<file path="src/cursor_icon_pkg.sv">
// Purpose: shared constants for the cursor and icon overlay block
// Assumes: 32-bit register words at byte offsets, 12-bit byte address
// Notes: write masks clear reserved bits; all read zero but fifo level bits 7:0, which read depth minus one
package cursor_icon_pkg;
  // register byte offsets
  localparam logic [11:0] OFS_CUR_MODE = 12'h2D0;
  localparam logic [11:0] OFS_CUR_LOC = 12'h2D4;
  localparam logic [11:0] OFS_CUR_ORG = 12'h2D8;
  localparam logic [11:0] OFS_CUR_BACK = 12'h2DC;
  localparam logic [11:0] OFS_CUR_FRONT = 12'h2E0;
  localparam logic [11:0] OFS_FIFO_LVL = 12'h2E8;
  localparam logic [11:0] OFS_KEY = 12'h2EC;
  localparam logic [11:0] OFS_CTRL = 12'h2F0;
  localparam logic [11:0] OFS_BASE = 12'h2F4;
  // writable bits of each register
  localparam logic [31:0] MSK_CUR_MODE = 32'h63FF_FF03;
  localparam logic [31:0] MSK_XY = 32'h07FF_07FF;
  localparam logic [31:0] MSK_COLOUR = 32'h00FF_FFFF;
  localparam logic [31:0] MSK_FIFO_LVL = 32'hFF00_FF00;
  localparam logic [31:0] MSK_KEY = 32'h3FFF_FFFF;
  localparam logic [31:0] MSK_CTRL = 32'h7F0F_F3F5;
  localparam logic [31:0] MSK_BASE = 32'h7FFF_FFF0;
  // reset values
  localparam logic [31:0] RST_ZERO = 32'h0000_0000;
  localparam logic [31:0] RST_CTRL = 32'h000F_00F0;
  // cursor mode fields
  localparam int CM_EN = 0;
  localparam int CM_SIZE = 1;
  // icon control fields
  localparam int IC_EN = 0;
  localparam int IC_BLEND = 2;
  localparam int IC_ALPHA_HI = 4;
  localparam int IC_FADE_EN = 8;
  localparam int IC_FADE_IN = 9;
  localparam int IC_STEP = 12;
  localparam int IC_ALPHA_LO = 16;
  localparam int IC_FMT = 24;
  localparam int IC_SIZE = 26;
  localparam int IC_ALPHA_SRC = 28;
  localparam int IC_PREMUL = 29;
  localparam int IC_PREFETCH = 30;
  // fifo level fields
  localparam int FL_THR = 8;
  localparam int FL_PRE = 24;
  // base address fields
  localparam int BA_ADDR = 4;
  localparam int BA_TGT = 29;
  // colour depth and icon format codes
  typedef enum logic [1:0] {DEP_256, DEP_555, DEP_565, DEP_TRUE} depth_t;
  typedef enum logic [1:0] {FMT_555, FMT_565, FMT_RGB32, FMT_RGB10} fmt_t;
  // icon edge lengths in pixels, then full-scale alpha and channel values
  localparam logic [7:0] ICON_32 = 8'h20;
  localparam logic [7:0] ICON_64 = 8'h40;
  localparam logic [7:0] ICON_128 = 8'h80;
  localparam logic [8:0] ALPHA_ONE = 9'h100;
  localparam logic [9:0] CHAN_MAX = 10'h3FF;
endpackage : cursor_icon_pkg

</file>
<file path="src/cursor_icon_overlay.sv">
// Purpose: two-plane hardware cursor and icon overlay; cursor on either path, icon on the primary path only
// Assumes: inputs synchronous to i_clk_sys; pixels as three 10-bit channels
// Notes: one pipeline stage from pixel in to pixel out
// Functional notes
// - cursor location: X in 26:16, Y in 10:0, read-write, reset zero
// - cursor origin: X in 26:16, Y in 10:0, other bits read zero
// - background colour uses low 8, 15, 16 or 24 bits by depth
// - foreground colour uses low 8, 15, 16 or 24 bits by depth
// - AND zero: XOR zero gives background, XOR one gives foreground
// - AND one: XOR zero passes screen pixel, XOR one inverts its depth-significant bits
// - cursor pixel rule applies only in graphics modes
// - pre-threshold in 31:24 lets the fetcher request early
// - threshold in 15:8 raises fetch priority from low to high
// - colour key significant bits follow the icon pixel format
// - control bit 30 prefetch, bit 2 blend, bit 0 icon enable
// - bit 29 selects icon term plus one-minus-alpha times graphics
// - bit 28 picks constant alpha or per-pixel alpha 31:24
// - size field 27:26: 32, 64, or 128 when upper bit set
// - format field 25:24: 555, 565, RGB32, RGB10
// - constant alpha upper nibble 7:4, lower 19:16, both reset all ones
// - fade bit 8 steps alpha each frame by 15:12; upper nibble used
// - bit 9 one fades in by adding the step, zero subtracts
// - image start address in 28:4 in 16-byte units
// - target field 30:29 selects memory target, 10 reserved
// - icon overlay acts only on the primary display path
// - cursor mode bit 0 enable, bit 1 size; base 25:10 or 25:8
`timescale 1ns/1ps
module cursor_icon_overlay
  import cursor_icon_pkg::*;
#(
  parameter int FIFO_DEPTH = 64
) (
  input wire logic i_clk_sys,
  input wire logic i_rst_n,
  input wire logic [11:0] i_addr,
  input wire logic [31:0] i_wdata,
  input wire logic i_wr,
  input wire logic i_rd,
  output logic [31:0] o_rdata,
  input wire logic i_pix_valid,
  input wire logic [29:0] i_gfx_pix,
  input wire logic i_graphics_mode,
  input wire logic [1:0] i_colour_depth,
  input wire logic i_primary_path,
  input wire logic i_cursor_hit,
  input wire logic i_and_bit,
  input wire logic i_xor_bit,
  input wire logic i_icon_hit,
  input wire logic [31:0] i_icon_pix,
  input wire logic i_frame_start,
  input wire logic [7:0] i_fifo_level,
  output logic o_pix_valid,
  output logic [29:0] o_pix,
  output logic o_fetch_req,
  output logic o_fetch_high_pri,
  output logic [28:0] o_fetch_addr,
  output logic [1:0] o_fetch_target,
  output logic [7:0] o_icon_edge,
  output logic o_cursor_en,
  output logic o_cursor_small,
  output logic [25:0] o_cursor_base,
  output logic [1:0] o_cursor_target
);

  ////////////////////////////////////////////////////////////////////////
  // state and helpers

  typedef struct packed {
    logic [31:0] cur_mode;
    logic [31:0] cur_loc;
    logic [31:0] cur_org;
    logic [31:0] cur_back;
    logic [31:0] cur_front;
    logic [31:0] fifo_lvl;
    logic [31:0] key;
    logic [31:0] ctrl;
    logic [31:0] base;
    logic [7:0] alpha;
    logic [31:0] rdata;
    logic [29:0] pix;
    logic pix_vld;
    logic req;
    logic hipri;
  } state_t;

  localparam logic [7:0] DEPTH_M1 = 8'(FIFO_DEPTH - 1);

  state_t st_q;
  state_t st_d;

  // significant cursor colour bits for a colour depth
  function automatic logic [29:0] depth_mask(input logic [1:0] dep);
    logic [29:0] m;
    m = 30'h0000_00FF;
    case (dep)
      DEP_555: m = 30'h0000_7FFF;
      DEP_565: m = 30'h0000_FFFF;
      DEP_TRUE: m = 30'h00FF_FFFF;
      default: m = 30'h0000_00FF;
    endcase
    return m;
  endfunction : depth_mask

  // significant colour key bits for an icon format
  function automatic logic [29:0] key_mask(input logic [1:0] fmt);
    logic [29:0] m;
    m = 30'h0000_7FFF;
    case (fmt)
      FMT_565: m = 30'h0000_FFFF;
      FMT_RGB32: m = 30'h00FF_FFFF;
      FMT_RGB10: m = 30'h3FFF_FFFF;
      default: m = 30'h0000_7FFF;
    endcase
    return m;
  endfunction : key_mask

  // mixes one 10-bit channel, saturating at full scale
  function automatic logic [9:0] mix(input logic [9:0] ic,
                                     input logic [9:0] gf,
                                     input logic [7:0] a,
                                     input logic premul);
    logic [8:0] wa;
    logic [8:0] wg;
    logic [19:0] s;
    wa = premul ? ALPHA_ONE : {1'b0, a};
    wg = ALPHA_ONE - {1'b0, a};
    s = 20'(20'(ic) * 20'(wa)) + 20'(20'(gf) * 20'(wg));
    return (s[19:18] != 2'b00) ? CHAN_MAX : s[17:8];
  endfunction : mix

  ////////////////////////////////////////////////////////////////////////
  // combinational decode of the control words

  logic icon_on;
  logic [29:0] kmask;
  logic [29:0] dmask;
  logic [7:0] const_alpha;
  logic [7:0] use_alpha;
  logic [29:0] icon_rgb;
  logic [29:0] blended;
  logic [29:0] after_icon;
  logic keyed;

  // icon only ever acts on the primary path
  assign icon_on = st_q.ctrl[IC_EN] & i_primary_path;
  assign kmask = key_mask(st_q.ctrl[IC_FMT +: 2]);
  assign dmask = depth_mask(i_colour_depth);
  // constant alpha is split over two nibbles of the control word
  assign const_alpha = {st_q.ctrl[IC_ALPHA_HI +: 4],
                        st_q.ctrl[IC_ALPHA_LO +: 4]};
  assign icon_rgb = i_icon_pix[29:0];
  assign keyed = ((icon_rgb ^ st_q.key[29:0]) & kmask) == 30'h0;

  // alpha source: per-pixel, faded running value, or constant
  always_comb begin
    if (st_q.ctrl[IC_ALPHA_SRC]) begin
      use_alpha = i_icon_pix[31:24];
    end else if (st_q.ctrl[IC_FADE_EN]) begin
      use_alpha = {st_q.alpha[7:4], st_q.alpha[7:4]};
    end else begin
      use_alpha = const_alpha;
    end
  end

  // three channel mix of icon over graphics
  always_comb begin
    blended = 30'h0;
    for (int c = 0; c < 3; c++) begin
      blended[c*10 +: 10] = mix(icon_rgb[c*10 +: 10], i_gfx_pix[c*10 +: 10],
                                use_alpha, st_q.ctrl[IC_PREMUL]);
    end
  end

  // icon stage: key hides, blend mixes, else icon replaces
  always_comb begin
    if (!icon_on || !i_icon_hit || keyed) begin
      after_icon = i_gfx_pix;
    end else if (st_q.ctrl[IC_BLEND]) begin
      after_icon = blended;
    end else begin
      after_icon = icon_rgb;
    end
  end

  ////////////////////////////////////////////////////////////////////////
  // next-state logic

  always_comb begin
    logic [8:0] sum;
    logic cursor_on;
    sum = 9'h0;
    cursor_on = 1'b0;
    st_d = st_q;
    // register writes keep only the writable bits
    if (i_wr) begin
      if (i_addr == OFS_CUR_MODE) begin
        st_d.cur_mode = i_wdata & MSK_CUR_MODE;
      end else if (i_addr == OFS_CUR_LOC) begin
        st_d.cur_loc = i_wdata & MSK_XY;
      end else if (i_addr == OFS_CUR_ORG) begin
        st_d.cur_org = i_wdata & MSK_XY;
      end else if (i_addr == OFS_CUR_BACK) begin
        st_d.cur_back = i_wdata & MSK_COLOUR;
      end else if (i_addr == OFS_CUR_FRONT) begin
        st_d.cur_front = i_wdata & MSK_COLOUR;
      end else if (i_addr == OFS_FIFO_LVL) begin
        st_d.fifo_lvl = i_wdata & MSK_FIFO_LVL;
      end else if (i_addr == OFS_KEY) begin
        st_d.key = i_wdata & MSK_KEY;
      end else if (i_addr == OFS_CTRL) begin
        st_d.ctrl = i_wdata & MSK_CTRL;
      end else if (i_addr == OFS_BASE) begin
        st_d.base = i_wdata & MSK_BASE;
      end
    end
    // read data stands only in the cycle after the strobe
    st_d.rdata = 32'h0;
    if (i_rd) begin
      if (i_addr == OFS_CUR_MODE) begin
        st_d.rdata = st_q.cur_mode;
      end else if (i_addr == OFS_CUR_LOC) begin
        st_d.rdata = st_q.cur_loc;
      end else if (i_addr == OFS_CUR_ORG) begin
        st_d.rdata = st_q.cur_org;
      end else if (i_addr == OFS_CUR_BACK) begin
        st_d.rdata = st_q.cur_back;
      end else if (i_addr == OFS_CUR_FRONT) begin
        st_d.rdata = st_q.cur_front;
      end else if (i_addr == OFS_FIFO_LVL) begin
        st_d.rdata = st_q.fifo_lvl | {24'h0, DEPTH_M1};
      end else if (i_addr == OFS_KEY) begin
        st_d.rdata = st_q.key;
      end else if (i_addr == OFS_CTRL) begin
        st_d.rdata = st_q.ctrl;
      end else if (i_addr == OFS_BASE) begin
        st_d.rdata = st_q.base;
      end
    end
    // per-frame fade, saturating at both ends
    if (!st_q.ctrl[IC_FADE_EN]) begin
      st_d.alpha = const_alpha;
    end else if (i_frame_start) begin
      if (st_q.ctrl[IC_FADE_IN]) begin
        sum = {1'b0, st_q.alpha} + {5'h0, st_q.ctrl[IC_STEP +: 4]};
        st_d.alpha = sum[8] ? 8'hFF : sum[7:0];
      end else begin
        sum = {1'b0, st_q.alpha} - {5'h0, st_q.ctrl[IC_STEP +: 4]};
        st_d.alpha = sum[8] ? 8'h00 : sum[7:0];
      end
    end
    // cursor sits above the icon; graphics modes only
    cursor_on = st_q.cur_mode[CM_EN] & i_graphics_mode & i_cursor_hit;
    st_d.pix_vld = i_pix_valid;
    if (i_pix_valid) begin
      if (!cursor_on) begin
        st_d.pix = after_icon;
      end else if (!i_and_bit) begin
        st_d.pix = i_xor_bit ? (st_q.cur_front[29:0] & dmask)
                             : (st_q.cur_back[29:0] & dmask);
      end else begin
        st_d.pix = i_xor_bit ? (after_icon ^ dmask) : after_icon;
      end
    end
    // fetch request: early level when prefetch is on
    st_d.hipri = icon_on &
                 (i_fifo_level < st_q.fifo_lvl[FL_THR +: 8]);
    st_d.req = icon_on & (st_q.ctrl[IC_PREFETCH] ?
               (i_fifo_level < st_q.fifo_lvl[FL_PRE +: 8]) :
               (i_fifo_level < st_q.fifo_lvl[FL_THR +: 8]));
  end

  ////////////////////////////////////////////////////////////////////////
  // state register

  always_ff @(posedge i_clk_sys or negedge i_rst_n) begin
    if (!i_rst_n) begin
      st_q <= '0;
      st_q.ctrl <= RST_CTRL;
      st_q.alpha <= 8'hFF;
    end else begin
      st_q <= st_d;
    end
  end

  ////////////////////////////////////////////////////////////////////////
  // outputs

  assign o_rdata = st_q.rdata;
  assign o_pix_valid = st_q.pix_vld;
  assign o_pix = st_q.pix;
  assign o_fetch_req = st_q.req;
  assign o_fetch_high_pri = st_q.hipri;
  assign o_fetch_addr = {st_q.base[28:BA_ADDR], 4'h0};
  assign o_fetch_target = st_q.base[BA_TGT +: 2];
  assign o_icon_edge = st_q.ctrl[IC_SIZE + 1] ? ICON_128 :
                       (st_q.ctrl[IC_SIZE] ? ICON_64 : ICON_32);
  assign o_cursor_en = st_q.cur_mode[CM_EN];
  assign o_cursor_small = st_q.cur_mode[CM_SIZE];
  // large pattern aligns its base to 1 KiB
  assign o_cursor_base = st_q.cur_mode[CM_SIZE] ?
                         {st_q.cur_mode[25:8], 8'h00} :
                         {st_q.cur_mode[25:10], 10'h000};
  assign o_cursor_target = st_q.cur_mode[30:29];
endmodule : cursor_icon_overlay

</file>
<file path="config.mk">
export PLATFORM = sky130hd
export DESIGN_NAME = cursor_icon_overlay
export DESIGN_NICKNAME = d
export VERILOG_FILES = /design/src/cursor_icon_pkg.sv /design/src/cursor_icon_overlay.sv
export SDC_FILE = /design/constraint.sdc
export NUM_CORES = 2
export LEC_CHECK = 0
export BUFFER_PORTS_ARGS = -buffer_cell sky130_fd_sc_hd__buf_2
export CAP_MARGIN = 20
export CORE_MARGIN = 2
export CORE_UTILIZATION = 50
export DETAILED_ROUTE_END_ITERATION = 10
export HOLD_SLACK_MARGIN = 0.1
export PLACE_DENSITY = 0.68
export SLEW_MARGIN = 20
export SYNTH_ARGS = -nofsm -noshare
export SYNTH_HDL_FRONTEND = slang
export SYNTH_SLANG_ARGS = --single-unit
export TNS_END_PERCENT = 30
</file>
<file path="constraint.sdc">
create_clock -name i_clk_sys -period 10.85 [get_ports i_clk_sys]
set_input_delay 0.5425 -clock i_clk_sys [delete_from_list [all_inputs] [get_ports i_clk_sys]]
set_output_delay 0.5425 -clock i_clk_sys [all_outputs]
set_load 0.05 [all_outputs]
</file>
==> flow_summary.json <==
{
  "synth_seq_cells": 283,
  "outcome": "finished clean",
  "cts_num_sinks": 283,
  "die_area_um2": 70000,
  "clockBufferDepth": 3,
  "async_reset_ff_share_pct": 100,
  "netlist_area_um2": 34000,
  "fill_cells": 6125,
  "clockPowerShare_pct": 37.1,
  "avgSynthCellArea_um2": 9.24,
  "critPathTopFamily": "adder cells",
  "gp_congestion": 0.928,
  "synth_area_leaders": "fa_1 (25%), dfrtp_1 (20%), ha_1 (8.7%)",
  "slew_headroom_pct": 24.7,
  "clk_pin_slew_ns": 0.07,
  "seq_area_frac_synth_pct": 20.9,
  "cp.arrival_ns": 9.80,
  "power.leakage_nw": 19.1,
  "worst-path-buf-inv": 4,
  "ys_warn_count": 0,
  "cts-htree-levels": 1,
  "coreArea_um2": 67200,
  "track_usage_pct": 28.8,
  "synth_cells": 3675,
  "cpPeakStageDelay_ns": 0.88,
  "drc": 0,
  "wire_per_inst_um": 21.6,
  "port_buffers": 244,
  "worst_setup_path_start_kind": "flip-flop",
  "maxCapViolCount": 0,
  "drt_iter0_markers": 2093,
  "clock_skew_ns": 0.0339,
  "whs_ns": 0.192,
  "min_period_ns": 9.30,
  "dp_hpwl_mm": 76.1,
  "layout_common_cells": "inv_1 (622), nand2_1 (454), fa_1 (428)",
  "via_per_inst": 5.66,
  "globalRouteOverflowTotal": 0,
  "antenna_found_initial": 12,
  "required_ns": 11.35,
  "cts_tree": "yes",
  "post-route-util_pct": 53.5,
  "peakVddDrop_mv": 0.128,
  "p_per_area_nw_per_um2": 77.6,
  "power.net_switching_mw": 0.902,
  "start_util_pct": 50.6,
  "cp_max_fo": 24,
  "crit_path_frequent_cell": "fa_1",
  "post-cts-setup-buffers": 0,
  "yosysTopAreaCell": "fa_1",
  "crit_type": "flip-flop to flip-flop",
  "slowest_stage": "dfrtp_1",
  "die_w_um": 265,
  "cts_root_buf": "clkbuf_16",
  "pre_cts_ws_ns": 1.64,
  "p_int_mw": 1.89,
  "synth_flop_cell": "dfrtp_1",
  "die_h_um": 265,
  "p_comb_share_pct": 24.0,
  "synth_cell_types": 89,
  "rows": 95,
  "antenna_left": 0,
  "drive_gt1_share_pct": 15.7,
  "finalSetupTns_ns": 0,
  "grt_pass1_vias": 27200,
  "hold_viol": 0,
  "clk_latency_ns": 0.58,
  "nets": 4467,
  "finalCritPeriodShare_pct": 85.7,
  "syn_to_final_growth_pct": 5.82,
  "grt_max_degree": 173,
  "synth_top_area_share_pct": 25.2,
  "drt_wl_total_mm": 98.8,
  "finalWorstSetupSlack_ns": 1.55,
  "num_vias": 25900,
  "power_mw": 2.79,
  "detail_route.first_pass.iterations": 5,
  "io_pins": 262,
  "tightest_slew_ns": 1.12,
  "numCtsBuffers": 27,
  "slew_viol_final": 0,
  "switching_share_pct": 32.4,
  "p_seq_share_pct": 38.9,
  "grt_pass1_wl_mm": 156,
  "critPathCaptureType": "flip-flop",
  "rsz0062_at_grt": "no",
  "fmax_ghz": 0.108,
  "layout_commonest_cell": "inv_1",
  "setup_violations": 0,
  "min_path_type": "input port to flip-flop",
  "synth_edf_count": 0
}
-- power groups by stage --
stage,Clock [mW],Combinational [mW],Sequential (mW)
after floorplan,0,0.459,1.10
after detailed placement,0,0.659,1.10
after global routing,1.08,0.745,1.09
final,1.04,0.668,1.09
after global placement,0,0.650,1.10
after CTS,1.05,0.663,1.08
-- registers in the layout, summed over array words and instances, names as in the netlist --
name and flops:
o_fetch_high_pri 1, o_fetch_addr 25, o_cursor_target 2, o_fetch_req 1
o_rdata 32, o_pix_valid 1, o_cursor_en 1, const_alpha 8
o_fetch_target 2, o_cursor_small 1, o_pix 30, st_q 179
-- worst register-to-register path, cell delays in order, from the launching register on --
cell,delay [ns]
dfrtp_1,0.88
mux2i_1,0.30
nor2_1,0.06
a21oi_1,0.49
nand3_1,0.29
nor2_1,0.25
xor2_2,0.69
buf_4,0.39
nand2_1,0.11
fa_1,0.49
inv_1,0.06
fa_1,0.55
fa_1,0.43
fa_1,0.46
fa_1,0.50
inv_1,0.05
fa_1,0.49
inv_1,0.05
ha_1,0.35
nand4_1,0.16
a2111o_1,0.44
a21boi_0,0.19
a31oi_1,0.23
or3_1,0.13
a21oi_1,0.07
a221oi_1,0.55
mux2_2,0.40
a41oi_1,0.17
-- area by class of cell --
type | count | area (µm²) | share of cell area [%]
Multi-Input combinational cell | 2457 | 22900 | 63.8
Sequential cell | 283 | 7100 | 19.8
Inverter | 624 | 2350 | 6.53
Timing Repair Buffer | 281 | 1520 | 4.24
Tap cell | 873 | 1090 | 3.04
Clock buffer | 34 | 732 | 2.04
Clock inverter | 13 | 209 | 0.581
Antenna cell | 8 | 20.0 | 0.0557
-- metal layers --
layer	global-route usage (%)	routed length (µm)	up-vias
li1	-	-	11500
met1	37.6	40400	13000
met2	47.8	46400	1068
met3	3.69	6670	217
met4	13.8	5320	4
met5	0	24	-
-- cells by family after synthesis --
group / synth area share, %
AO/OA/AOI/OAI: 9.02
XOR/XNOR: 1.68
adder cells (fa/ha/maj): 34.0
buffers and inverters: 12.1
flip-flops: 20.9
multiplexers: 8.38
other: 0.0110
AND/OR/NAND/NOR: 14.0
-- through the flow --
stage,instances,instance area (µm²)
floorplan,3691,34000
global placement,4517,35000
detailed placement,4517,35000
CTS,4565,35900
global route,4572,35900
finish,4573,35900
-- timing repair --
item                      CTS  global route
hold endpoints to repair   15             0
hold buffers                1             0
resized for setup           0             0
-- synthesized netlist by cell type (8+ instances only) --
library cell,number
buf_2,19
nand2b_1,9
nand3_1,35
and2_1,235
a31oi_1,15
a21o_1,36
a21boi_0,8
inv_1,622
xnor2_1,41
mux2i_1,51
buf_4,128
o22a_1,8
and3_1,27
a221oi_1,13
dfrtp_1,267
nor4_1,12
fa_1,428
o31ai_1,15
o211ai_1,8
mux2_2,204
a22oi_1,20
nor3_1,32
or3_1,11
nand4_1,12
nand2_1,455
o221ai_1,8
dfstp_2,16
o31a_1,9
a211oi_1,18
xor2_1,24
o21a_1,10
a21oi_1,121
clkbuf_1,168
o21ai_0,95
nor2_1,114
nor2b_1,17
o22ai_1,18
ha_1,237
-- path summary, 6_finish.rpt --
kind / slack [ns] / from / end / cells after the start
hold reg to reg: 0.50 / st_q[298] / st_q[298] / 1
hold / removal: 0.19 / i_wdata[31] / st_q[200] / 3
setup / recovery: 1.55 / st_q[113] / o_pix[15] / 27
min in group asynchronous: 0.64 / i_rst_n / o_rdata[8] / 2
max in group asynchronous: 8.77 / i_rst_n / st_q[166] / 3
setup reg to reg: 1.55 / st_q[113] / o_pix[15] / 27
No activity file was read; power rests on OpenSTA's default activity.
